## src/wdt_pkg.sv

```systemverilog
// Constants shared by the watchdog timer control register and timebase.
// How it works
// - Clear arm bit stops all timeout actions.
// - Missed re-arm within period fires reset/interrupt.
// - Sixteen-bit counter steps on 32.768 kHz.
// - Timeout select field is bits 7 to 4.
// - Period is 512 times two-power-select slow cycles.
// - Control writes ignored unless unlock precedes each.
// - Control register at C0H, bit addressable, 10H.
// - Arming clears counter; several events clear arm.
// - Action select high gives interrupt, low reset; select code 8 always resets.
// - Timeout flag set, survives watchdog reset.
package wdt_pkg;

   // Register placement and power-on value.
   localparam logic [7:0] WDT_CTRL_ADDR  = 8'hC0;
   localparam logic [7:0] WDT_CTRL_RESET = 8'h10;

   // Field positions inside the control register.
   localparam int WDT_SEL_MSB    = 7;
   localparam int WDT_SEL_LSB    = 4;
   localparam int WDT_ACTION_POS = 3;
   localparam int WDT_FLAG_POS   = 2;
   localparam int WDT_ARM_POS    = 1;
   localparam int WDT_UNLOCK_POS = 0;

   // Timeout select codes: 0..7 are timed, 8 fires at once, 9..15 are reserved.
   localparam logic [3:0] WDT_SEL_MAX_TIMED = 4'h7;
   localparam logic [3:0] WDT_SEL_IMMEDIATE = 4'h8;

   // Shortest period in slow clock cycles, two to the ninth.
   localparam logic [16:0] WDT_BASE_CYCLES = 17'h0_0200;

   // Slow timebase rate in hertz.
   localparam int WDT_LF_HZ = 32768;

endpackage

```

## src/wdt_tick.sv

```systemverilog
// Synchroniser and edge detector that turns the slow clock pin into an mclk pulse.
`timescale 1ns/1ps
module wdt_tick (
   input  wire logic mclk,
   input  wire logic arst_n,
   input  wire logic lf_clk_in,
   output logic      tick_q
);

   logic sync1_q;
   logic sync2_q;
   logic prev_q;

   // The pin is asynchronous to mclk, so only the second stage is looked at.
   always_ff @(posedge mclk or negedge arst_n) begin
      if (!arst_n) begin
         sync1_q <= 1'b0;
         sync2_q <= 1'b0;
         prev_q  <= 1'b0;
         tick_q  <= 1'b0;
      end else begin
         sync1_q <= lf_clk_in;
         sync2_q <= sync1_q;
         prev_q  <= sync2_q;
         tick_q  <= sync2_q & ~prev_q;
      end
   end

endmodule

```

## src/wdt_top.sv

```systemverilog
// Watchdog timer: guarded control register on the SFR port, timebase and timeout actions.
`timescale 1ns/1ps
module wdt_top (
   input  wire logic       mclk,
   input  wire logic       arst_n,
   input  wire logic       lf_clk_in,
   input  wire logic [7:0] sfr_addr,
   input  wire logic       sfr_wr,
   input  wire logic [7:0] sfr_wdata,
   input  wire logic       sfr_rd,
   input  wire logic [7:0] bit_addr,
   input  wire logic       bit_wr,
   input  wire logic       bit_wdata,
   input  wire logic       hw_rst,
   input  wire logic       supply_monitor_irq,
   output logic [7:0]      sfr_rdata_q,
   output logic            wd_reset_req_q,
   output logic            wd_irq_q,
   output logic            wd_armed_q
);

   // Control register fields.
   logic [3:0]  timeout_select_field_q;
   logic [3:0]  timeout_select_field_d;
   logic        timeout_action_select_q;
   logic        timeout_action_select_d;
   logic        wd_timeout_flag_q;
   logic        wd_timeout_flag_d;
   logic        wd_arm_bit_q;
   logic        wd_arm_bit_d;
   logic        write_unlock_bit_q;
   logic        write_unlock_bit_d;

   // Timebase.
   logic [15:0] count_q;
   logic [15:0] count_d;
   logic        lf_tick;

   // Decode and selection.
   wire  [7:0]  wd_control_reg;
   wire         byte_hit;
   wire         bit_hit;
   wire  [2:0]  bit_sel;
   wire         unlock_bit_wr;
   wire         guarded_wr;
   wire         wr_ok;
   wire         other_wr;
   wire  [7:0]  bit_merge;
   wire  [7:0]  wr_val;
   wire         arm_set_evt;
   wire         rd_hit;
   wire  [7:0]  rd_val;
   wire         relock;
   wire         arm_hw_clr;

   // Timeout detection.
   wire  [16:0] span;
   wire  [16:0] span_m1;
   wire  [15:0] limit;
   wire         sel_timed;
   wire         sel_immed;
   wire         count_hit;
   wire         timeout_evt;
   wire         rst_fire;
   wire         irq_fire;

   wdt_tick u_tick (
      .mclk      (mclk),
      .arst_n    (arst_n),
      .lf_clk_in (lf_clk_in),
      .tick_q    (lf_tick)
   );

   assign wd_control_reg = {timeout_select_field_q,
                            timeout_action_select_q,
                            wd_timeout_flag_q,
                            wd_arm_bit_q,
                            write_unlock_bit_q};

   // Byte access at the register address, bit access at any of its eight bit addresses.
   assign byte_hit = sfr_wr && (sfr_addr == wdt_pkg::WDT_CTRL_ADDR);
   assign bit_hit  = bit_wr && (bit_addr[7:3] == wdt_pkg::WDT_CTRL_ADDR[7:3]);
   assign bit_sel  = bit_addr[2:0];
   assign rd_hit   = sfr_rd && (sfr_addr == wdt_pkg::WDT_CTRL_ADDR);

   // Other addresses read as zero so that several registers' read data can be ORed.
   assign rd_val   = rd_hit ? wd_control_reg : 8'h00;

   // Setting or clearing the unlock bit itself with a bit write is always allowed; a byte write cannot set it.
   assign unlock_bit_wr = bit_hit && (bit_sel == 3'(wdt_pkg::WDT_UNLOCK_POS));
   assign guarded_wr    = byte_hit || (bit_hit && !unlock_bit_wr);
   assign wr_ok         = guarded_wr && write_unlock_bit_q;

   // Any other SFR write means the instruction after the unlock was not ours.
   assign other_wr = sfr_wr && !byte_hit;
   assign relock   = guarded_wr || other_wr;

   // A bit write is a read-modify-write of the stored word.
   genvar gi;
   generate
      for (gi = 0; gi < 8; gi++) begin : g_merge
         assign bit_merge[gi] = (bit_sel == 3'(gi)) ? bit_wdata : wd_control_reg[gi];
      end
   endgenerate

   assign wr_val      = byte_hit ? sfr_wdata : bit_merge;
   assign arm_set_evt = wr_ok && wr_val[wdt_pkg::WDT_ARM_POS];

   // Terminal count is 512 shifted by the select value, less one.
   assign span      = wdt_pkg::WDT_BASE_CYCLES << timeout_select_field_q[2:0];
   assign span_m1   = span - 17'h0_0001;
   assign limit     = span_m1[15:0];
   // Reserved codes 9 to 15 match neither test, so an armed watchdog never expires on them.
   assign sel_timed = (timeout_select_field_q <= wdt_pkg::WDT_SEL_MAX_TIMED);
   assign sel_immed = (timeout_select_field_q == wdt_pkg::WDT_SEL_IMMEDIATE);
   assign count_hit = sel_timed && lf_tick && (count_q == limit);

   // A fresh re-arm in the same cycle wins over an expiring count.
   assign timeout_evt = wd_arm_bit_q && !arm_set_evt && (count_hit || sel_immed);

   // The immediate code always resets, regardless of the action bit.
   assign rst_fire = timeout_evt && (sel_immed || !timeout_action_select_q);
   assign irq_fire = timeout_evt && !sel_immed && timeout_action_select_q;

   // Every hardware source that clears the arm bit; hw_rst and supply_monitor_irq beat a software set, which suppresses rst_fire.
   assign arm_hw_clr = hw_rst || supply_monitor_irq || rst_fire;

   always_comb begin
      timeout_select_field_d  = timeout_select_field_q;
      timeout_action_select_d = timeout_action_select_q;
      if (hw_rst) begin
         timeout_select_field_d  = wdt_pkg::WDT_CTRL_RESET[wdt_pkg::WDT_SEL_MSB:
                                                           wdt_pkg::WDT_SEL_LSB];
         timeout_action_select_d = wdt_pkg::WDT_CTRL_RESET[wdt_pkg::WDT_ACTION_POS];
      end else if (wr_ok) begin
         timeout_select_field_d  = wr_val[wdt_pkg::WDT_SEL_MSB:wdt_pkg::WDT_SEL_LSB];
         timeout_action_select_d = wr_val[wdt_pkg::WDT_ACTION_POS];
      end
   end

   // Reset and supply monitor clears of the arm bit win over a software set in the same cycle.
   always_comb begin
      wd_arm_bit_d = wd_arm_bit_q;
      if (arm_hw_clr) begin
         wd_arm_bit_d = 1'b0;
      end else if (wr_ok) begin
         wd_arm_bit_d = wr_val[wdt_pkg::WDT_ARM_POS];
      end
   end

   // The flag is cleared by software or hardware reset, never by the watchdog reset.
   always_comb begin
      wd_timeout_flag_d = wd_timeout_flag_q;
      if (hw_rst) begin
         wd_timeout_flag_d = 1'b0;
      end else if (timeout_evt) begin
         wd_timeout_flag_d = 1'b1;
      end else if (wr_ok) begin
         wd_timeout_flag_d = wr_val[wdt_pkg::WDT_FLAG_POS];
      end
   end

   // One guarded write per unlock; an intervening write elsewhere also relocks.
   always_comb begin
      write_unlock_bit_d = write_unlock_bit_q;
      if (hw_rst || rst_fire) begin
         write_unlock_bit_d = 1'b0;
      end else if (unlock_bit_wr) begin
         write_unlock_bit_d = bit_wdata;
      end else if (relock) begin
         write_unlock_bit_d = 1'b0;
      end
   end

   // The counter only runs while armed and restarts on every re-arm or timeout.
   always_comb begin
      count_d = count_q;
      if (!wd_arm_bit_q || arm_set_evt || timeout_evt) begin
         count_d = 16'h0_000;
      end else if (lf_tick) begin
         count_d = count_q + 16'h0_001;
      end
   end

   always_ff @(posedge mclk or negedge arst_n) begin
      if (!arst_n) begin
         timeout_select_field_q  <= wdt_pkg::WDT_CTRL_RESET[wdt_pkg::WDT_SEL_MSB:
                                                            wdt_pkg::WDT_SEL_LSB];
         timeout_action_select_q <= wdt_pkg::WDT_CTRL_RESET[wdt_pkg::WDT_ACTION_POS];
         wd_timeout_flag_q       <= wdt_pkg::WDT_CTRL_RESET[wdt_pkg::WDT_FLAG_POS];
         wd_arm_bit_q            <= wdt_pkg::WDT_CTRL_RESET[wdt_pkg::WDT_ARM_POS];
         write_unlock_bit_q      <= wdt_pkg::WDT_CTRL_RESET[wdt_pkg::WDT_UNLOCK_POS];
      end else begin
         timeout_select_field_q  <= timeout_select_field_d;
         timeout_action_select_q <= timeout_action_select_d;
         wd_timeout_flag_q       <= wd_timeout_flag_d;
         wd_arm_bit_q            <= wd_arm_bit_d;
         write_unlock_bit_q      <= write_unlock_bit_d;
      end
   end

   always_ff @(posedge mclk or negedge arst_n) begin
      if (!arst_n) begin
         count_q <= 16'h0_000;
      end else begin
         count_q <= count_d;
      end
   end

   // Outputs are registered so the reset generator sees a clean one-cycle pulse.
   always_ff @(posedge mclk or negedge arst_n) begin
      if (!arst_n) begin
         sfr_rdata_q    <= 8'h00;
         wd_reset_req_q <= 1'b0;
         wd_irq_q       <= 1'b0;
         wd_armed_q     <= 1'b0;
      end else begin
         sfr_rdata_q    <= rd_val;
         wd_reset_req_q <= rst_fire;
         wd_irq_q       <= irq_fire;
         wd_armed_q     <= wd_arm_bit_d;
      end
   end

endmodule

```

## config.mk

```make
export PLATFORM = sky130hd
export DESIGN_NAME = wdt_top
export DESIGN_NICKNAME = d
export VERILOG_FILES = /design/src/wdt_pkg.sv /design/src/wdt_tick.sv /design/src/wdt_top.sv
export SDC_FILE = /design/constraint.sdc
export NUM_CORES = 1
export LEC_CHECK = 0
export BUFFER_PORTS_ARGS = -buffer_cell sky130_fd_sc_hd__buf_2
export CAP_MARGIN = 20
export CORE_ASPECT_RATIO = 1.4
export CORE_MARGIN = 2
export CORE_UTILIZATION = 40
export DETAILED_ROUTE_END_ITERATION = 6
export PLACE_DENSITY_LB_ADDON = 0.12
export REMOVE_ABC_BUFFERS = 1
export SYNTH_ARGS = -nofsm -noshare
export SYNTH_HDL_FRONTEND = slang
export SYNTH_SLANG_ARGS = --single-unit
export TNS_END_PERCENT = 1
```

## constraint.sdc

```tcl
create_clock -name mclk -period 3.8 [get_ports mclk]
set_input_delay 0.19 -clock mclk [delete_from_list [all_inputs] [get_ports mclk]]
set_output_delay 0.19 -clock mclk [all_outputs]
set_load 0.05 [all_outputs]
```

==> flow_summary.toml <==
[floorplanning]
row_count = 32
die-width_microns = 67.0
core_sq_mm = 0.00545
start_util_pct = 40.8
ios = 44
die-area_sq_mm = 0.00617
die_h_microns = 92.1

[setup_path]
worst_setup_path_end_kind = "flip-flop"
critPathArrivalTime_ns = 3.18
setup.worst_path.class = "flip-flop to flip-flop"
worst-path-max-fanout = 16
start_kind = "flip-flop"
critPathRequiredTime_ns = 3.97

[placed_design]
io_buffers = 42
place_inst = 321
dpl-instance-area_sq_mm = 0.00243
gp_congestion = 0.738
hpwl_microns = 3350

[cells_and_area]
final_nets = 296
drive_gt1_share_pct = 27.1
postLayoutCellArea_sq_mm = 0.00258
antenna_cells = 0
area_growth_pct = 16.1
stdcell_count = 330

[clock_tree]
clk_latency_ns = 0.29
clock-root-buffer = "clkbuf_8"
cts_buffer_depth = 2
cts-buffers-inserted = 5
htree_levels = 2
cts_sinks = 38
cts_tree = "built"
clk_pin_slew_ns = 0.08
cts_post_setup_buffers_inserted = 0

[timing]
worst_hold_slack_ns = -0.00761
finClkSkew_ns = 0.00577
period_needed_ns = 3.01
fin_crit_sh_pct = 79.2
slew_headroom_pct = 44.9
final_hold_viol_count = 21
tightest_slew_ns = 0.827
rsz0062_at_grt = "no"
fmax_mhz = 332
setup_viol = 0
finalMaxSlewViolations = 0
setup_tns_ns = 0

[drt]
vias_per_cell = 5.27
wl_microns = 4460
first_pass_iters = 4
drc = 0
vias = 1738
ant_nets = 0
wl_per_cell_microns = 13.5
initialDrtViolationCount = 74

[synthesis]
yosys_warnings = 0
syn-cell-area_sq_mm = 0.00222
synth_common_cells = "dfrtp_1, nand2_1, nor2_1"
synth_most_common_cell = "dfrtp_1"
dominantRegCellSynth = "dfrtp_1"
syn_area_per_cell_sq_um = 10.0
synth_area_leaders = "dfrtp_1, nor2_4, xnor2_1"
synth_cell_types = 54
synth_top_area_cell = "dfrtp_1"
synth_top_area_share_pct = 41.7
ys_async_sr_fraction_pct = 100
synth-seq-area-share_pct = 42.9
synth-seq-cells = 38
syn-instance-count = 222
synth_edf_count = 0

[grt]
grt.overflow.total = 0
grt_pass1_wl_microns = 7560
grt_use_total_pct = 15.9
antenna_found_initial = 0
grt_start_max_net_pins = 39
first_global_vias = 1669

[worst_hold_path]
hold_class = "input pin to asynchronous set/reset pin"

[pwr]
power.density_mw_per_mm2 = 333
vdd_drop_max_uv = 200
p_leak_nw = 1.11

[flow_run]
maxCapViolations = 0

[run_status]
failed_checks = "negative hold slack"
status = "finished with violations"
[sequential cells by signal, indices dropped and copies added, names as in the netlist]
signal                   flops
sfr_rdata_q                  8
count_q                     16
timeout_action_select_q      1
u_tick.tick_q                1
wd_reset_req_q               1
wd_timeout_flag_q            1
wd_irq_q                     1
u_tick.prev_q                1
wd_armed_q                   1
u_tick.sync2_q               1
u_tick.sync1_q               1
timeout_select_field_q       4
write_unlock_bit_q           1
[cells in the final DEF, fill, tap and decap left out, types with 3 or more instances in the layout]
| cell | instances |
|---|---|
| inv_1 | 4 |
| clkbuf_8 | 5 |
| a21boi_0 | 5 |
| and3_1 | 11 |
| a21oi_1 | 7 |
| xor2_1 | 9 |
| a311oi_1 | 3 |
| nand4_1 | 5 |
| buf_4 | 3 |
| nor2_4 | 10 |
| o21ai_0 | 5 |
| nor2_1 | 18 |
| xnor2_1 | 10 |
| dfrtp_1 | 37 |
| nand2_1 | 23 |
| nand3_1 | 8 |
| buf_2 | 42 |
| nor3_1 | 7 |
| nand4b_1 | 3 |
[stage by stage]
step | setup WS (ns) | utilization, % | hold slack [ns] | total power, mW
floorplan | 0.735 | - | -0.106 | 0.423
global placement | 0.799 | 44.6 | 0.301 | 0.453
detailed placement | 0.735 | 44.6 | 0.301 | 0.454
CTS | 0.725 | 47.3 | 0.0268 | 0.871
global route | 0.437 | 47.3 | 0.0590 | 0.892
finish | 0.790 | 47.3 | -0.00761 | 0.859
[worst max-delay path: stages (launching register included)]
cell,delay (ns)
dfrtp_1,0.53
nor3_1,0.32
inv_1,0.08
ha_1,0.30
o21ba_2,0.24
o311ai_1,0.33
nand3_1,0.14
nor4b_2,0.35
or3_1,0.15
buf_4,0.32
nor2_1,0.10
[per-layer routing]
layer | GRT usage, % | part of all wire (%) | vias to the layer above
met5 | 0 | 0 | -
met2 | 28.2 | 53 | 34
met3 | 3.31 | 3.5 | 5
met4 | 5.61 | 1.8 | 0
li1 | - | - | 868
met1 | 18.5 | 42 | 831
[cell families (layout without fill, tap and decap cells)]
group                      after synthesis  after routing  synth area share, %
muxes                                    3              3                 1.58
buffers and inverters                   18             58                 5.58
xor gates and xnor gates                19             19                 7.50
and+or+nand+nor                        107            107                 29.3
adders and majority gates                2              2                 1.13
AOI/OAI and AO/OA                       35             35                 12.0
DFF                                     38             38                 42.9
[cell type report]
type                            count  area [sq um]
Fill cell                         531          2870
Sequential cell                    38           952
Timing Repair Buffer               46           243
Multi-Input combinational cell    166          1140
Tap cell                           68          85.1
Clock inverter                      3          68.8
Inverter                            4          15.0
Clock buffer                        5          68.8
[report_power, final]
part           leakage (nW)  internal (mW)  total, mW  switching, mW
sequential            0.520          0.406      0.408        0.00138
combinational         0.519         0.0164     0.0379         0.0215
clock                0.0683          0.263      0.413          0.150
total                  1.11          0.686      0.859          0.173
[path summary, 6_finish.rpt]
| kind | from | endpoint | slack [ns] | cells after the start |
|---|---|---|---|---|
| hold reg to reg | u_tick.sync1_q | u_tick.sync2_q | 0.36 | 0 |
| hold / removal | arst_n | timeout_select_field_q[3] | -0.008 | 1 |
| setup / recovery | timeout_select_field_q[1] | count_q[15] | 0.79 | 10 |
| max in group asynchronous | arst_n | count_q[4] | 3.29 | 1 |
| setup reg to reg | timeout_select_field_q[1] | count_q[15] | 0.79 | 10 |
| min in group mclk | supply_monitor_irq | wd_armed_q | 0.15 | 3 |
[what timing repair did]
action / CTS / global route
resized for setup: 0 / 0
hold buffers: 1 / 0
hold endpoints to repair: 1 / 0
Note: power is estimated with default switching activity, not from simulation.
